File: config.mk
export PLATFORM = sky130hd
export DESIGN_NAME = cpss_ctrl
export DESIGN_NICKNAME = d
export VERILOG_FILES = /design/src/hdl/cpss_pkg.sv /design/src/hdl/cpss_ctrl.sv /design/src/hdl/cpss_sync.sv
export SDC_FILE = /design/constraint.sdc
export NUM_CORES = 1
export LEC_CHECK = 0
export ABC_AREA = 0
export BUFFER_PORTS_ARGS = -buffer_cell sky130_fd_sc_hd__buf_2
export CAP_MARGIN = 20
export CORE_MARGIN = 1
export CORE_UTILIZATION = 49
export CTS_CLUSTER_DIAMETER = 60
export DETAILED_ROUTE_END_ITERATION = 10
export GPL_ROUTABILITY_DRIVEN = 1
export PLACE_DENSITY = 0.76
export SYNTH_ARGS = -nofsm -noshare
export SYNTH_HDL_FRONTEND = slang
export SYNTH_SLANG_ARGS = --single-unit
export TNS_END_PERCENT = 10
File: constraint.sdc
create_clock -name clk -period 2.7 [get_ports clk]
set_input_delay 0.27 -clock clk [delete_from_list [all_inputs] [get_ports clk]]
set_output_delay 0.27 -clock clk [all_outputs]
set_load 0.01 [all_outputs]
File: src/hdl/cpss_pkg.sv
/*
  Shared types and constants of the core pipeline stall and serialize control.
  Assumes the decoder classifies each instruction into one of the classes below.
*/
package cpss_pkg;

  localparam int CPSS_REG_W = 5;
  localparam int CPSS_PC_W = 32;
  localparam int CPSS_MC_W = 4;
  localparam logic [CPSS_PC_W-1:0] CPSS_PC_STEP = 32'h0000_0004;
  localparam logic [CPSS_PC_W-1:0] CPSS_PC_RST = 32'h0000_0000;
  localparam logic [CPSS_MC_W-1:0] CPSS_MC_MIN = 4'h1;
  localparam logic [CPSS_MC_W-1:0] CPSS_CNT_ZERO = 4'h0;
  localparam logic [CPSS_MC_W-1:0] CPSS_CNT_ONE = 4'h1;
  localparam logic CPSS_PIN_IDLE = 1'b1;

  // Instruction classes as seen by the hazard logic.
  typedef enum logic [3:0] {
    CLS_ALU,
    CLS_LOAD,
    CLS_STORE,
    CLS_DIV,
    CLS_LSM,
    CLS_SPR_FAST,
    CLS_SPR_SYS,
    CLS_SPR_DBG,
    CLS_MSR,
    CLS_MMU,
    CLS_MSYNC,
    CLS_REFETCH
  } cpss_cls_type;

  typedef enum logic [1:0] {
    FWD_RF,
    FWD_EX,
    FWD_WB
  } cpss_fwd_type;

  typedef struct packed {
    cpss_cls_type cls;
    logic [CPSS_PC_W-1:0] pc;
    logic [CPSS_REG_W-1:0] dst;
    logic wr_dst;
    logic [CPSS_REG_W-1:0] src_a;
    logic [CPSS_REG_W-1:0] src_b;
    logic [CPSS_REG_W-1:0] ea_src;
    logic uses_ea;
    logic spr_wr;
    logic spr_rd;
    logic [CPSS_MC_W-1:0] mc_len;
  } cpss_instr_type;

  typedef struct packed {
    cpss_fwd_type a;
    cpss_fwd_type b;
  } cpss_fwdsel_type;

  typedef enum logic [2:0] {
    IST_IDLE,
    IST_DRAIN,
    IST_ACK,
    IST_FETCH,
    IST_RELEASE
  } cpss_ist_type;

  function automatic logic cpss_is_mem(input cpss_cls_type c);
    return (c == CLS_LOAD) || (c == CLS_STORE) || (c == CLS_LSM);
  endfunction

  function automatic logic cpss_is_mc(input cpss_cls_type c);
    return (c == CLS_DIV) || (c == CLS_LSM);
  endfunction

  // Classes that may only run when next to complete and never forward.
  function automatic logic cpss_is_cser(input cpss_cls_type c);
    return (c == CLS_SPR_SYS) || (c == CLS_SPR_DBG) || (c == CLS_MSR) ||
           (c == CLS_MMU) || (c == CLS_MSYNC) || (c == CLS_REFETCH);
  endfunction

endpackage

File: src/hdl/cpss_ctrl.sv
/*
  Issue, stall, forwarding, serialization and interrupt recognition control.
  Assumes a decoder feeding classified instructions and a bus unit reporting waits.
*/
`timescale 1ns/1ps
module cpss_ctrl import cpss_pkg::*; (
  // Clock and reset.
  input wire logic clk,
  input wire logic rst_n,
  // Fetch and decode stream.
  input wire logic fetch_valid,
  input wire cpss_instr_type fetch_instr,
  input wire logic [CPSS_PC_W-1:0] fetch_pc,
  output logic fetch_ready_q,
  // Execute stage.
  output logic ex_valid_q,
  output cpss_instr_type ex_instr_q,
  output cpss_fwdsel_type ex_fwd_q,
  // Writeback stage.
  output logic wb_valid_q,
  output cpss_instr_type wb_instr_q,
  // Data bus and translation unit.
  input wire logic bus_wait,
  input wire logic bus_busy,
  input wire logic mmu_busy_i,
  input wire logic mmu_busy_d,
  output logic bus_req_ok_q,
  // Flush towards fetch.
  output logic flush_q,
  output logic [CPSS_PC_W-1:0] flush_pc_q,
  // External interrupt.
  input wire logic ext_int_n,
  input wire logic int_enable,
  input wire logic [CPSS_PC_W-1:0] state_in,
  output logic iack_q,
  output logic [CPSS_PC_W-1:0] save_pc_q,
  output logic [CPSS_PC_W-1:0] save_state_q,
  output logic syndrome_upd_q,
  output logic handler_fetch_q
);

  ////////////////////////////////////////////////////////////////////////////////
  // Declarations and input synchroniser.

  cpss_instr_type ir_q [2];
  logic [1:0] irv_q;
  cpss_instr_type ir_d [2];
  logic [1:0] irv_d;
  logic [CPSS_MC_W-1:0] ex_cnt_q;
  cpss_ist_type ist_q;
  logic irq_s;
  cpss_instr_type h;
  logic hv, ex_mem, ex_done, ex_free, stall, issue, flush_now;
  logic irq_want, ex_ls_pend, ex_intr, take_now, ack_now, abort;
  logic dep_csr, dep_ea;
  cpss_fwdsel_type fwd;

  cpss_sync #(.RST_VAL(CPSS_PIN_IDLE)) u_irq_sync (
    .clk(clk),
    .rst_n(rst_n),
    .d(ext_int_n),
    .q(irq_s)
  );

  ////////////////////////////////////////////////////////////////////////////////
  // Hazard detection.

  assign h = ir_q[0];
  assign hv = irv_q[0];
  assign ex_mem = ex_valid_q && cpss_is_mem(ex_instr_q.cls);
  // A memory access held by a wait state cannot finish.
  assign ex_done = ex_valid_q && (ex_cnt_q == CPSS_CNT_ZERO) && !(ex_mem && bus_wait);
  assign ex_free = !ex_valid_q || ex_done;

  always_comb begin
    dep_csr = 1'b0;
    dep_ea = 1'b0;
    fwd.a = FWD_RF;
    fwd.b = FWD_RF;
    // Serialized results are invisible until they complete.
    if (ex_valid_q && cpss_is_cser(ex_instr_q.cls) && ex_instr_q.wr_dst &&
        (ex_instr_q.dst == h.src_a || ex_instr_q.dst == h.src_b)) begin
      dep_csr = 1'b1;
    end
    if (wb_valid_q && cpss_is_cser(wb_instr_q.cls) && wb_instr_q.wr_dst &&
        (wb_instr_q.dst == h.src_a || wb_instr_q.dst == h.src_b)) begin
      dep_csr = 1'b1;
    end
    // Only an address operand from an in-flight load costs a bubble.
    if (cpss_is_mem(h.cls) && h.uses_ea && ex_valid_q && ex_instr_q.wr_dst &&
        (ex_instr_q.cls == CLS_LOAD || ex_instr_q.cls == CLS_LSM) &&
        ex_instr_q.dst == h.ea_src) begin
      dep_ea = 1'b1;
    end
    if (wb_valid_q && wb_instr_q.wr_dst && wb_instr_q.dst == h.src_a) begin
      fwd.a = FWD_WB;
    end
    if (wb_valid_q && wb_instr_q.wr_dst && wb_instr_q.dst == h.src_b) begin
      fwd.b = FWD_WB;
    end
    if (ex_valid_q && ex_instr_q.wr_dst && ex_instr_q.dst == h.src_a) begin
      fwd.a = FWD_EX;
    end
    if (ex_valid_q && ex_instr_q.wr_dst && ex_instr_q.dst == h.src_b) begin
      fwd.b = FWD_EX;
    end
  end

  always_comb begin
    stall = 1'b0;
    if (!ex_free || dep_csr || dep_ea) begin
      stall = 1'b1;
    end
    if (ist_q != IST_IDLE || irq_want) begin
      stall = 1'b1;
    end
    if ((ex_valid_q && (ex_instr_q.cls == CLS_SPR_DBG || ex_instr_q.cls == CLS_MSR)) ||
        (wb_valid_q && (wb_instr_q.cls == CLS_SPR_DBG || wb_instr_q.cls == CLS_MSR))) begin
      stall = 1'b1;
    end
    if ((ex_valid_q && (ex_instr_q.cls == CLS_MSYNC || ex_instr_q.cls == CLS_REFETCH)) ||
        (wb_valid_q && (wb_instr_q.cls == CLS_MSYNC || wb_instr_q.cls == CLS_REFETCH))) begin
      stall = 1'b1;
    end
    // Fast counter and link moves skip this, as do ALU, load, store, divide and load-multiple; the serialized classes wait to be next.
    if (cpss_is_cser(h.cls) && (ex_valid_q || wb_valid_q)) begin
      stall = 1'b1;
    end
    if (h.cls == CLS_MMU && (bus_busy || mmu_busy_i || mmu_busy_d)) begin
      stall = 1'b1;
    end
    if (h.spr_rd && ((ex_valid_q && ex_instr_q.spr_wr) || (wb_valid_q && wb_instr_q.spr_wr))) begin
      stall = 1'b1;
    end
  end

  assign issue = hv && !stall;

  ////////////////////////////////////////////////////////////////////////////////
  // Interrupt recognition.

  assign irq_want = !irq_s && int_enable && (ist_q == IST_IDLE);
  assign ex_ls_pend = ex_valid_q && (ex_instr_q.cls == CLS_LOAD ||
                      ex_instr_q.cls == CLS_STORE) && !ex_done;
  assign ex_intr = ex_valid_q && cpss_is_mc(ex_instr_q.cls) && !ex_done;
  assign take_now = irq_want && !ex_ls_pend;
  assign ack_now = take_now || (ist_q == IST_DRAIN && ex_done);
  assign abort = take_now && ex_intr;
  assign flush_now = ack_now || (wb_valid_q && wb_instr_q.cls == CLS_REFETCH);

  always_ff @(posedge clk or negedge rst_n) begin
    if (!rst_n) begin
      ist_q <= IST_IDLE;
    end else begin
      unique case (ist_q)
        IST_IDLE: begin
          if (take_now) begin
            ist_q <= IST_ACK;
          end else if (irq_want) begin
            ist_q <= IST_DRAIN;
          end
        end
        IST_DRAIN: begin
          if (ex_done) begin
            ist_q <= IST_ACK;
          end
        end
        IST_ACK: begin
          ist_q <= IST_FETCH;
        end
        IST_FETCH: begin
          ist_q <= IST_RELEASE;
        end
        IST_RELEASE: begin
          // The request is level held, so wait for its release before rearming.
          if (irq_s) begin
            ist_q <= IST_IDLE;
          end
        end
      endcase
    end
  end

  always_ff @(posedge clk or negedge rst_n) begin
    if (!rst_n) begin
      iack_q <= 1'b0;
      syndrome_upd_q <= 1'b0;
      handler_fetch_q <= 1'b0;
      save_pc_q <= CPSS_PC_RST;
      save_state_q <= CPSS_PC_RST;
    end else begin
      iack_q <= ack_now;
      syndrome_upd_q <= ack_now;
      handler_fetch_q <= (ist_q == IST_ACK);
      if (ack_now) begin
        save_state_q <= state_in;
        if (abort) begin
          save_pc_q <= ex_instr_q.pc;
        end else if (hv) begin
          save_pc_q <= h.pc;
        end else begin
          save_pc_q <= fetch_pc;
        end
      end
    end
  end

  ////////////////////////////////////////////////////////////////////////////////
  // Instruction register pair.

  // Two entries let the ready output be registered without losing throughput.
  always_comb begin
    ir_d[0] = ir_q[0];
    ir_d[1] = ir_q[1];
    irv_d = irv_q;
    if (flush_now || flush_q) begin
      irv_d = 2'h0;
    end else begin
      if (issue) begin
        ir_d[0] = ir_q[1];
        irv_d = {1'b0, irv_q[1]};
      end
      if (fetch_valid && fetch_ready_q) begin
        if (!irv_d[0]) begin
          ir_d[0] = fetch_instr;
          irv_d[0] = 1'b1;
        end else begin
          ir_d[1] = fetch_instr;
          irv_d[1] = 1'b1;
        end
      end
    end
  end

  always_ff @(posedge clk or negedge rst_n) begin
    if (!rst_n) begin
      ir_q[0] <= '0;
      ir_q[1] <= '0;
      irv_q <= 2'h0;
      fetch_ready_q <= 1'b0;
    end else begin
      ir_q[0] <= ir_d[0];
      ir_q[1] <= ir_d[1];
      irv_q <= irv_d;
      fetch_ready_q <= !irv_d[1];
    end
  end

  ////////////////////////////////////////////////////////////////////////////////
  // Execute and writeback stages.

  always_ff @(posedge clk or negedge rst_n) begin
    if (!rst_n) begin
      ex_valid_q <= 1'b0;
      ex_instr_q <= '0;
      ex_fwd_q <= '0;
      ex_cnt_q <= CPSS_CNT_ZERO;
    end else if (abort) begin
      ex_valid_q <= 1'b0;
      ex_cnt_q <= CPSS_CNT_ZERO;
    end else if (issue) begin
      ex_valid_q <= 1'b1;
      ex_instr_q <= h;
      ex_fwd_q <= fwd;
      if (cpss_is_mc(h.cls)) begin
        ex_cnt_q <= (h.mc_len < CPSS_MC_MIN) ? CPSS_MC_MIN : h.mc_len;
      end else begin
        ex_cnt_q <= CPSS_CNT_ZERO;
      end
    end else if (ex_done) begin
      ex_valid_q <= 1'b0;
    end else if (ex_valid_q && ex_cnt_q != CPSS_CNT_ZERO && !(ex_mem && bus_wait)) begin
      ex_cnt_q <= ex_cnt_q - CPSS_CNT_ONE;
    end
  end

  always_ff @(posedge clk or negedge rst_n) begin
    if (!rst_n) begin
      wb_valid_q <= 1'b0;
      wb_instr_q <= '0;
    end else begin
      wb_valid_q <= ex_done && !abort;
      if (ex_done) begin
        wb_instr_q <= ex_instr_q;
      end
    end
  end

  always_ff @(posedge clk or negedge rst_n) begin
    if (!rst_n) begin
      bus_req_ok_q <= 1'b1;
      flush_q <= 1'b0;
      flush_pc_q <= CPSS_PC_RST;
    end else begin
      // Translation moves always finish in one execute cycle, so this lifts at writeback.
      bus_req_ok_q <= !(issue && h.cls == CLS_MMU);
      flush_q <= flush_now;
      if (flush_now) begin
        flush_pc_q <= wb_instr_q.pc + CPSS_PC_STEP;
      end
    end
  end
endmodule // cpss_ctrl

File: src/hdl/cpss_sync.sv
/*
  Two flip-flop level synchroniser.
  Assumes its input is asynchronous to clk and only its output is used.
*/
`timescale 1ns/1ps
module cpss_sync import cpss_pkg::*; #(
  parameter logic RST_VAL = CPSS_PIN_IDLE
) (
  // Clock and reset.
  input wire logic clk,
  input wire logic rst_n,
  // Level in and out.
  input wire logic d,
  output logic q
);

  logic meta_q;

  always_ff @(posedge clk or negedge rst_n) begin
    if (!rst_n) begin
      meta_q <= RST_VAL;
      q <= RST_VAL;
    end else begin
      meta_q <= d;
      q <= meta_q;
    end
  end

endmodule // cpss_sync

; ---- Word level (Yosys, flattened, before mapping)
; Cells that the tools add are included.
[op_classes]
muxes = 39
n_eq_ne = 39
add_sub_neg = 2
bitwise = 2
reduce_logical = 107
order_cmp = 1
[ops]
columns = cell, n
row1 = 2-to-1 mux 64 bit, 3
row2 = 2-to-1 mux 128 bit, 1
row3 = 2-to-1 mux 32 bit, 2
row4 = == test 4 bit (second input constant), 12
row5 = logical AND 1 bit, 46
row6 = logical OR 1 bit, 41
row7 = adder 32 x 3 -> 32 bit (second input constant), 1
row8 = == test 4 x 3 -> 1 bit (second input constant), 8
row9 = == test 5 bit, 5
row10 = 2-to-1 mux 4 bit, 6
row11 = == test 4 x 2 -> 1 bit (second input constant), 4
row12 = 2-to-1 mux 2 bit, 8
row13 = case mux 3 bit (5 select lines), 1
row14 = 2-to-1 mux 1 bit, 14
row15 = 2-to-1 mux 3 bit, 4
row16 = logical NOT 1 bit, 10
row17 = nonzero test 3 bit, 3
row18 = == test 4 x 1 -> 1 bit (second input constant), 2
row19 = == test 3 x 2 -> 1 bit (second input constant), 2
row20 = AND reduction 3 bit, 2
row21 = logical NOT 4 bit, 1
row22 = < comparator 4 x 1 -> 1 bit (second input constant), 1
row23 = AND reduction 2 bit, 2
row24 = nonzero test 4 bit, 1
row25 = other kinds (9), 10
[totals]
register_bits = 374
inputBits = 137
word_cells = 251
output_inout_bits = 236

; ---- Longest topological paths before layout
; Gate-level depths: netlist (run 1).
[logic_depth]
ltp_word = 28
depth_mapped = 13
mapped_depth_nobuf = 9

; ---- Cells and area by module
; A second synthesis (run 1) with hierarchy kept.
[hier_totals]
cells_unflattened = 1475
area_unflattened_um2 = 16105.4
[modules_own_cells]
columns = mod, cells_per_inst, n_inst, seq_area_each_um2, area_per_inst_um2
row1 = cpss_ctrl, 1473, 1, 9310.2, 16052.9
row2 = cpss_sync, 2, 1, 52.6, 52.6

; ---- Worst setup path after synthesis (run 1)
; Ideal clock, no wire load.
[synth_timing]
kind = register to register
from = reg ex_instr_q[60] (netlist bit)
to = reg ir_q[11] (netlist bit)
stages_incl_launch_ff = 11
period_less_slack_ns = 2.775
required_ns = 2.573
setup_slack_ns = -0.075
n_path_buf = 3
setup_time_ns = 0.127
arrival_ns = 2.647
cell_sequence = dfrtp_1 -> buf_2 -> or3b_1 -> o221a_1 -> a2bb2oi_4 -> o21ai_2 -> nor3_1 -> nor2b_2 -> buf_4 -> buf_6 -> mux2_1
[synth_between]
elab_chain_len = 25
elab_cells_between_ends = 61
classes_between = 9 x eq/ne / 12 x mux / 1 x bitwise / 39 x reduce/logical
[synth_rtl]
columns = item, line
row1 = from (decl), cpss_ctrl.sv:17  ; output cpss_instr_type ex_instr_q,
row2 = from (signal assigned), cpss_ctrl.sv:263  ; ex_instr_q <= h;
row3 = "== test 4 x 3 -> 1 bit, on equally long branches", "cpss_pkg.sv:76, cpss_ctrl.sv:117"
row4 = logical OR 1 bit (3 in a row), cpss_pkg.sv:76  ; return (c == CLS_SPR_SYS) || (c == CLS_SPR_DBG) || (c == CLS_MSR) ||
row5 = logical OR 1 bit (2 in a row), cpss_pkg.sv:77  ; (c == CLS_MMU) || (c == CLS_MSYNC) || (c == CLS_REFETCH);
row6 = logical AND 1 bit (3 in a row), cpss_ctrl.sv:81  ; if (ex_valid_q && cpss_is_cser(ex_instr_q.cls) && ex_instr_q.wr_dst &&
row7 = 2-to-1 mux 1 bit, cpss_ctrl.sv:81
row8 = 2-to-1 mux 1 bit, cpss_ctrl.sv:85  ; if (wb_valid_q && cpss_is_cser(wb_instr_q.cls) && wb_instr_q.wr_dst &&
row9 = logical OR 1 bit (2 in a row), cpss_ctrl.sv:111  ; if (!ex_free || dep_csr || dep_ea) begin
row10 = 2-to-1 mux 1 bit, cpss_ctrl.sv:111
row11 = [... 3 more ...], -
row12 = 2-to-1 mux 1 bit, cpss_ctrl.sv:126  ; if (cpss_is_cser(h.cls) && (ex_valid_q || wb_valid_q)) begin
row13 = 2-to-1 mux 1 bit, cpss_ctrl.sv:129  ; if (h.cls == CLS_MMU && (bus_busy || mmu_busy_i || mmu_busy_d)) begin
row14 = 2-to-1 mux 1 bit, cpss_ctrl.sv:132  ; if (h.spr_rd && ((ex_valid_q && ex_instr_q.spr_wr) || (wb_valid_q && wb_instr_q.spr_wr))) begin
row15 = logical NOT 1 bit, cpss_ctrl.sv:137  ; assign issue = hv && !stall;
row16 = logical AND 1 bit, cpss_ctrl.sv:137
row17 = 2-to-1 mux 2 bit, cpss_ctrl.sv:219  ; if (issue) begin
row18 = 2-to-1 mux 2 bit, cpss_ctrl.sv:216  ; if (flush_now || flush_q) begin
row19 = AND reduction 3 bit (no source line) (*), -
row20 = to (decl), cpss_ctrl.sv:45  ; cpss_instr_type ir_q [2];
; Mark *: on every way between the ends. The rest lies on a longest branch, timed or not. The select of a mux whose other input is x is not followed.
; A chain may end at the register's enable or synchronous reset.

; ---- Final worst setup path (run 1)
[layout_timing]
from = reg ex_instr_q[62] (netlist bit)
to = reg ir_q[22] (netlist bit)
; The elaborated chain is that of the path after synthesis.

==> run metrics, run 1 <==
Peak VDD IR=0.0007061 V; Clock Path Buffers=3; sequential-to-total area share from yosys stat=56.72%; CTS tree=done; site row count=66; Placement Cell Area=19,400 sq um; flops & latches, synth=374; Final period util=104.5%; GPL Wtd Cong=0.8837; Critical Path Most Common Cell=buf_6; Core Util, Final=67.93%; Critical Path Max Stage Delay=570 ps; Port Buffer Count=372; Worst Clk Skew=24.15 ps; DR vias/cell=5.462; Ys Warns=0; WL/cell=19.55 microns; HPWL after DPL=33.85 mm; drt pass-1 iters=5; Iter 0 DRT Violations=1,066; Slowest-stage cell, CP=or4_4; Sink Count=374; Setup Total Neg Slack=-9887 ps; final hold viol count=0; residual DRC count=0; Syn-to-layout area delta=35.25%; Netlist Area Pre-Place=16,510 sq um; f_max=0.3544 GHz; layout cells sized above 1=33.97%; minimum clock period=2822 ps; Core Region=32,870 sq um; max cap viols=0; Initial Util=50.22%; initial antenna violation count=6; chip width=185.5 microns; Via Count=14,190; violated checks=negative setup slack; R2R setup slack=-120 ps; crit-path max FO=6; worst path cell trace=buf_6 -> nand2_2 -> nor3_2 -> o31a_1 -> or4_4 -> o41ai_4 -> nor2b_4 -> buf_6 -> buf_6 -> buf_6 -> mux2_4; Final Non-Filler Cells=2,597; CTS Buf Count=42; unrepaired setup endpoints after global routing=yes; worst slew pin tran=778.7 ps; Startpoint Class=flop; ys flop type=dfrtp_1; Post-Place Cells=2,401; clk_lat worst skew=540 ps; Design Area, Final=22,330 sq um; clk slew on worst S/H paths=60 ps; asr flop ratio synth=100.0%; CTS H-tree lvls=2; Ports=373; HP Class=primary input to flop; library cells used by synthesis=61; GRT overflow=0; Die ar.=34,430 sq um; commonest non-fill, non-tap cell in the layout=nand2_1; first-pass GRT wire length=76.49 mm; post-layout total power=27.85 mW; Worst Path Required=3120 ps; Root Buffer=clkbuf_16; Leakage=11.23 nW; post-route ant nets=0; final net count=2,256; Worst Slack Setup Final=-121.7 ps; syn avg cell area=10.28 sq um; PD cells=1247 nW/um^2; total routed wirelength=50.77 mm; WS Path Type=flop to flop; final setup violating endpoints=129; Mapped Nets=1,745; vias in the first global route=13,870; pre-CTS setup slack=-143.9 ps; leading cell types in the layout, fill and taps excluded=nand2_1, buf_2, dfrtp_1; element type at the critical path end=flop; cells after synthesis=1,606; Die Height=185.5 microns; Post-synth EDFFs=0; Pins Over Slew Limit=0; crit path DAT=3240 ps; largest net degree at the start of global routing=97; total track usage=28.88%; Slew HR=48.09%; final hold slack=20.08 ps; run status=finished, violations left
final cells by class:
class                   instances  area, sq um
fillers                      2486        10540
flip-flops and latches        374         9369
multi-input cells            1054         6745
repair buffers                570         4000
clock buffers                  59         1216
well taps                     442        553.0
inverters                      75        281.5
clock inverters                17        146.4
diodes                          6        15.01
cell usage after synthesis (27+ instances only):
master	n	area (sq um)
a21oi_1	67	335.3
a221o_1	64	640.6
buf_2	37	185.2
clkbuf_1	49	183.9
dfrtp_1	371	9284
inv_1	74	277.8
mux2_1	39	439.2
mux2_2	62	698.2
mux2i_1	32	320.3
nand2_1	431	1618
nor2_1	80	300.3
nor3_1	41	205.2
nor3_2	30	300.3
o21ai_0	45	225.2
xnor2_1	32	280.3
xor2_1	27	236.5
sequential cells by signal (all words and copies together) (netlist names), 2 cells and up:
name,count
ir_q,64
irv_q,2
flush_pc_q,32
save_pc_q,32
save_state_q,32
h,64
ex_instr_q,64
ist_q,3
wb_instr_q,64
ex_cnt_q,4
ex_fwd_q,4
final timing paths:
kind | from | endpoint | cells past startpoint
worst max-delay path | ex_instr_q[62] | ir_q[22] | 11
worst min-delay path | fetch_instr[46] | h[46] | 2
worst max register to register | ex_instr_q[62] | ir_q[22] | 11
worst min register to register | u_irq_sync.meta_q | u_irq_sync.q | 0
max in group asynchronous | rst_n | h[31] | 3
min in group asynchronous | rst_n | ir_q[18] | 2
kinds of logic after synthesis:
kind of cell               count (synthesis)  synth area share [%]
and+or+nand+nor                          656                 17.77
DFF                                      374                 56.72
xor gates and xnor gates                  59                 3.130
adders and majority gates                  2                0.1516
muxes                                    133                 8.830
AOI/OAI and AO/OA                        204                 8.777
buffers and inverters                    178                 4.624
routing by layer:
| metal | routed length [microns] | GRT usage, % | part of all wire [%] |
|---|---|---|---|
| met4 | 2181 | 12.26 | 4.3 |
| met5 | 13 | 0 | 0.026 |
| met1 | 20940 | 37.61 | 41 |
| met3 | 3553 | 5.674 | 7.0 |
| met2 | 24090 | 47.10 | 47 |
where the power goes:
group / switching [mW] / total [mW] / internal (mW)
sequential: 2.28 / 10.4 / 8.13
clock: 2.31 / 5.57 / 3.26
combinational: 6.26 / 11.9 / 5.61
critical path, delay by kind of cell, from the launching register on:
family	cells	cell delay, ps
muxes	1	290
DFF	1	460
and+or+nand+nor	4	760
AOI/OAI and AO/OA	2	680
buffers and inverters	4	530
repair_timing:
action | 4_1_cts | 5_1_grt
pin swaps | 15 | 23
gates resized for setup | 25 | 73
setup endpoints to repair | 183 | 193
hold endpoints to repair | 221 | 0
hold buffers | 91 | 0
setup buffers | 15 | 5
gates cloned | 2 | 2
Note: power is estimated with default switching activity, not from simulation.
==> run 2, diff against run 1 <==
--- a/config.mk
+++ b/config.mk
@@ -5,15 +5,15 @@
 export SDC_FILE = /design/constraint.sdc
 export NUM_CORES = 1
 export LEC_CHECK = 0
-export ABC_AREA = 0
+export ABC_AREA = 1
 export BUFFER_PORTS_ARGS = -buffer_cell sky130_fd_sc_hd__buf_2
 export CAP_MARGIN = 20
-export CORE_MARGIN = 1
-export CORE_UTILIZATION = 49
+export CORE_MARGIN = 5
+export CORE_UTILIZATION = 50
 export CTS_CLUSTER_DIAMETER = 60
 export DETAILED_ROUTE_END_ITERATION = 10
 export GPL_ROUTABILITY_DRIVEN = 1
-export PLACE_DENSITY = 0.76
+export PLACE_DENSITY = 0.77
 export SYNTH_ARGS = -nofsm -noshare
 export SYNTH_HDL_FRONTEND = slang
 export SYNTH_SLANG_ARGS = --single-unit
==> run metrics, run 2 <==
run status=finished clean; library cells used by synthesis=37; leading cell types by count after synthesis=nand2_1, dfrtp_1, inv_1; Hold Path Cell Cnt=3; post-layout total power=27.83 mW; number of fill cells=3,018; post-synth top area share=51.94%; final net count=2,860; largest family of logic cells by synthesized area=simple AND/OR/NAND/NOR gates; Reg2Reg Depth=15; Sink Count=374; ys flop type=dfrtp_1; Max Used Layer=met4; final hold slack=15.84 ps; Worst Clk Skew=12.11 ps; post-synth top area cell=dfrtp_1; CTS tree=done; drt pass-1 iters=6; DRT met1 WL=23.27 mm; final setup violating endpoints=0; Clock Path Buffers=3; initial antenna violation count=6; GRT overflow=0; Iter 0 DRT Violations=1,554; site row count=69; Post-synth EDFFs=0; Detail Route met3 WL=5.226 mm; total track usage=27.51%; clk slew on worst S/H paths=60 ps; Startpoint Class=flop; Pins Over Slew Limit=0; final hold viol count=0; Die Height=199.1 microns; DR vias/cell=5.286; Root Buffer=clkbuf_16; largest cells by area after synthesis=dfrtp_1, nand2_1, nand3_1; Die ar.=39,630 sq um; mux share of post-synthesis cell area=0%; Initial Util=50.50%; metal2 WL=25.64 mm; Netlist Area Pre-Place=17,870 sq um; Post-Place Cells=3,094; count leader, synth=nand2_1; cells after synthesis=2,351; CTS H-tree lvls=2; flops & latches, synth=374; Final Non-Filler Cells=3,212; Syn-to-layout area delta=23.05%; PD cells=1265 nW/um^2; WL/cell=17.48 microns; worst slew pin tran=690.8 ps; HP Class=primary input to flop; Mapped Nets=2,490; Slew HR=53.95%; residual DRC count=0; post-route ant nets=0; GPL Wtd Cong=0.9438; Synth Area in Adders=0.1400%; HPWL after DPL=39.74 mm; Leakage=12.20 nW; sequential-to-total area share from yosys stat=52.38%; element type at the critical path end=flop; first-pass GRT wire length=87.39 mm; crit path DAT=2940 ps; syn avg cell area=7.603 sq um; leading cell types in the layout, fill and taps excluded=nand2_1, buf_2, dfrtp_1; Core Region=35,400 sq um; WS Path Type=flop to flop; total routed wirelength=56.13 mm; CTS Buf Count=40; Peak VDD IR=0.0006977 V; asr flop ratio synth=100.0%; clk_lat worst skew=530 ps; Port Buffer Count=372; Post-CTS Setup Bufs=0; Ys Warns=0; f_max=0.4032 GHz; Setup Total Neg Slack=0 ps; multi-input logic area=6963 sq um; Sequential Area=9364 sq um; minimum clock period=2480 ps; vias in the first global route=15,810; XOR/XNOR Fraction of Synth Area=0.8820%; commonest non-fill, non-tap cell in the layout=nand2_1; Final period util=91.85%; Ports=373; max cap viols=0; Via Count=16,980; crit-path max FO=64; Simple-Gate Fraction of Synth Area=28.22%; Synth Area in Compound Gates=9.471%; Worst Path Required=3160 ps; layout cells sized above 1=18.14%; largest net degree at the start of global routing=89; chip width=199.1 microns
-- run 2: cells by family (layout without fill, tap and decap cells) --
group | count (synthesis) | count (layout)
AND/OR/NAND/NOR | 1238 | 1238
buffers and inverters | 391 | 785
flip-flops | 374 | 374
AO/OA/AOI/OAI | 328 | 328
XOR/XNOR | 18 | 18
adder cells (fa/ha/maj) | 2 | 2
other | 0 | 6
-- run 2: critical path, stage by stage, from the launching register on --
cell and delay, ps:
dfrtp_1 520, inv_1 140, nand2_1 90, nor2_1 60
nand2_1 70, nand3_1 70, nor2_1 130, nand3_1 150
nor2_4 200, buf_6 460, nand3_1 160, nand2_1 110
inv_1 50, nand2_1 60, nand3_1 70, nand2_1 70
-- run 2: layout make-up --
type                            instances  area share [%]
Multi-Input combinational cell       1586           31.66
Clock buffer                           59           5.381
Antenna cell                            6         0.06826
Inverter                              260           4.460
Timing Repair Buffer                  459           12.72
Clock inverter                          7          0.5177
Sequential cell                       374           42.57
Tap cell                              461           2.622
-- run 2: per-layer routing --
layer / vias to the layer above / global-route usage (%)
met3: 113 / 4.181
met4: 0 / 8.916
met5: - / 0
li1: 8133 / -
met2: 784 / 42.28
met1: 7950 / 40.50
-- run 2: final timing paths --
kind | start | to | slack, ps
setup / recovery | h[61] | h[7] | 220
hold / removal | fetch_instr[34] | ir_q[34] | 20
setup reg to reg | h[61] | h[7] | 220
hold reg to reg | u_irq_sync.meta_q | u_irq_sync.q | 360
max in group asynchronous | rst_n | save_state_q[30] | 1590
min in group asynchronous | rst_n | ir_q[14] | 260
-- run 2: per-stage QoR --
stage	cell area [sq um]	setup WS, ps	util (%)
global placement	20210	200.0	57.09
finish	21990	220.0	62.14
global route	21990	-1.219	62.14
detailed placement	20210	121.9	57.09
CTS	21970	73.38	62.06
floorplan	17870	560.7	-
-- run 2: power breakdown --
part           total, mW  internal [mW]  switching (mW)
clock               5.49           3.30            2.19
sequential          10.5           8.14            2.31
combinational       11.9           4.18            7.71
-- run 2: timing repair --
action                     in CTS  in global routing
setup endpoints to repair       0                142
hold buffers                   46                  0
hold endpoints to repair       90                  0
resized for setup               0                  5
==> run 3, diff against run 2 <==
--- a/config.mk
+++ b/config.mk
@@ -13,6 +13,7 @@
 export CTS_CLUSTER_DIAMETER = 60
 export DETAILED_ROUTE_END_ITERATION = 10
 export GPL_ROUTABILITY_DRIVEN = 1
+export MAX_ROUTING_LAYER = met4
 export PLACE_DENSITY = 0.77
 export SYNTH_ARGS = -nofsm -noshare
 export SYNTH_HDL_FRONTEND = slang
==> run metrics, run 3 (same netlist as run 2, synthesis figures left out) <==
multi-input logic area=6965 sq um; Sink Count=374; site row count=69; run status=finished clean; Gate power share=42.5%; Internal=16.00 mW; pre-CTS setup slack=175.9 ps; DR vias/cell=5.376; largest net degree at the start of global routing=93; Leakage=12.32 nW; Slowest-stage cell, CP=dfrtp_1; final setup violating endpoints=0; residual DRC count=0; Startpoint Class=flop; Ports=373; commonest non-fill, non-tap cell in the layout=nand2_1; clock share of power=20.8%; leading cell types in the layout, fill and taps excluded=nand2_1, buf_2, dfrtp_1; Die ar.=39,630 sq um; Sw Share=43.93%; Peak VDD IR=0.0007572 V; P_sw=12.54 mW; Critical Path Max Stage Delay=500 ps; Syn-to-layout area delta=24.52%; Worst Clk Skew=13.83 ps; worst path cell trace=inv_1 -> nand2_1 -> nor2_1 -> nand2_1 -> nand3_1 -> nor2_1 -> nand3_1 -> nor2_4 -> nand3_1 -> nand2_2 -> buf_4 -> nand3_1 -> nand3_1 -> nand2_1; HPWL after DPL=40.67 mm; Root Buffer=clkbuf_16; unrepaired setup endpoints after global routing=yes; f_max=0.4034 GHz; drt pass-1 iters=5; Sequential Area=9365 sq um; worst slew pin tran=830.4 ps; crit-path max FO=34; total routed wirelength=57.94 mm; PD cells=1282 nW/um^2; max cap viols=0; clk slew on worst S/H paths=60 ps; post-route ant nets=0; CTS Buf Count=42; Flop pwr share=36.7%; Worst Slack Setup Final=221.1 ps; Via Count=17,360; Core Util, Final=62.88%; clk_lat worst skew=540 ps; Pins Over Slew Limit=0; element type at the critical path end=flop; WS Path Type=flop to flop; Clock Path Buffers=3; Initial Util=50.50%; Worst Path Required=3120 ps; HP Class=primary input to flop; CTS H-tree lvls=2; Core Region=35,400 sq um; GRT overflow=0; chip width=199.1 microns; Critical Path Most Common Cell=nand3_1; final net count=2,869; number of fill cells=3,075; Final period util=91.81%; WL/cell=17.94 microns; CTS tree=done; crit path DAT=2900 ps; Slew HR=44.64%; first-pass GRT wire length=90.78 mm; layout cells sized above 1=18.73%; final hold viol count=0; Iter 0 DRT Violations=1,601; Die Height=199.1 microns; GPL Wtd Cong=0.9744; total track usage=29.34%; minimum clock period=2479 ps; initial antenna violation count=6; vias in the first global route=16,410; Port Buffer Count=372
## run 3: path summary, 6_finish.rpt
| check | start | endpoint | slack [ps] | cells past startpoint |
|---|---|---|---|---|
| hold / removal | fetch_instr[20] | ir_q[20] | 7 | 3 |
| max in group asynchronous | rst_n | bus_req_ok_q | 1510 | 3 |
| min in group asynchronous | rst_n | ir_q[20] | 360 | 2 |
| setup / recovery | h[61] | h[7] | 220 | 14 |
| hold reg to reg | u_irq_sync.meta_q | u_irq_sync.q | 370 | 0 |
| setup reg to reg | h[61] | h[7] | 220 | 14 |
## run 3: cell type report
| class | count | share of cell area, % |
|---|---|---|
| Timing Repair Buffer | 466 | 13.06 |
| Clock buffer | 58 | 5.447 |
| Antenna cell | 9 | 0.1012 |
| Clock inverter | 16 | 1.012 |
| Tap cell | 461 | 2.591 |
| Inverter | 260 | 4.418 |
| Sequential cell | 374 | 42.08 |
| Multi-Input combinational cell | 1586 | 31.29 |
## run 3: per-stage QoR
stage	TNS [ps]	instances	cell area [sq um]	hold slack [ps]	power (mW)
after global placement	0	3101	20310	350.6	21.76
final	0	3230	22260	7.492	28.53
after floorplan	0	2351	17870	-25.59	17.58
after CTS	0	3221	22210	0.2234	28.37
after detailed placement	0	3101	20310	355.2	22.29
after global routing	-9.796	3227	22250	7.022	30.64
## run 3: metal layers
metal	vias to the layer above	wire length [microns]	track usage, %
li1	8142	-	-
met1	8216	23910	41.82
met2	876	26800	44.03
met3	129	5122	3.574
met4	0	2099	10.03
met5	-	0	-
## run 3: timing repair
action                                 4_1_cts  5_1_grt
resized for setup                            0        9
endpoints found under the hold margin      125        0
buffers inserted                             0        0
hold buffers                                46        0
setup endpoints to repair                    0      133
## run 3: power groups by stage
| stage | registers [mW] | logic (mW) | clock network [mW] |
|---|---|---|---|
| 5_1_grt | 10.7 | 13.7 | 6.20 |
| 6_report | 10.5 | 12.1 | 5.93 |
| 2_1_floorplan | 10.4 | 7.19 | 0 |
| 3_3_place_gp | 10.3 | 11.4 | 0 |
| 4_1_cts | 10.4 | 12.0 | 5.97 |
| 3_5_place_dp | 10.4 | 11.8 | 0 |
## run 3: worst max-delay path: cells and delay by family, from the launching register on
family                 cells  cell delay (ps)
AND/OR/NAND/NOR           12             1320
buffers and inverters      2              530
flip-flops                 1              500
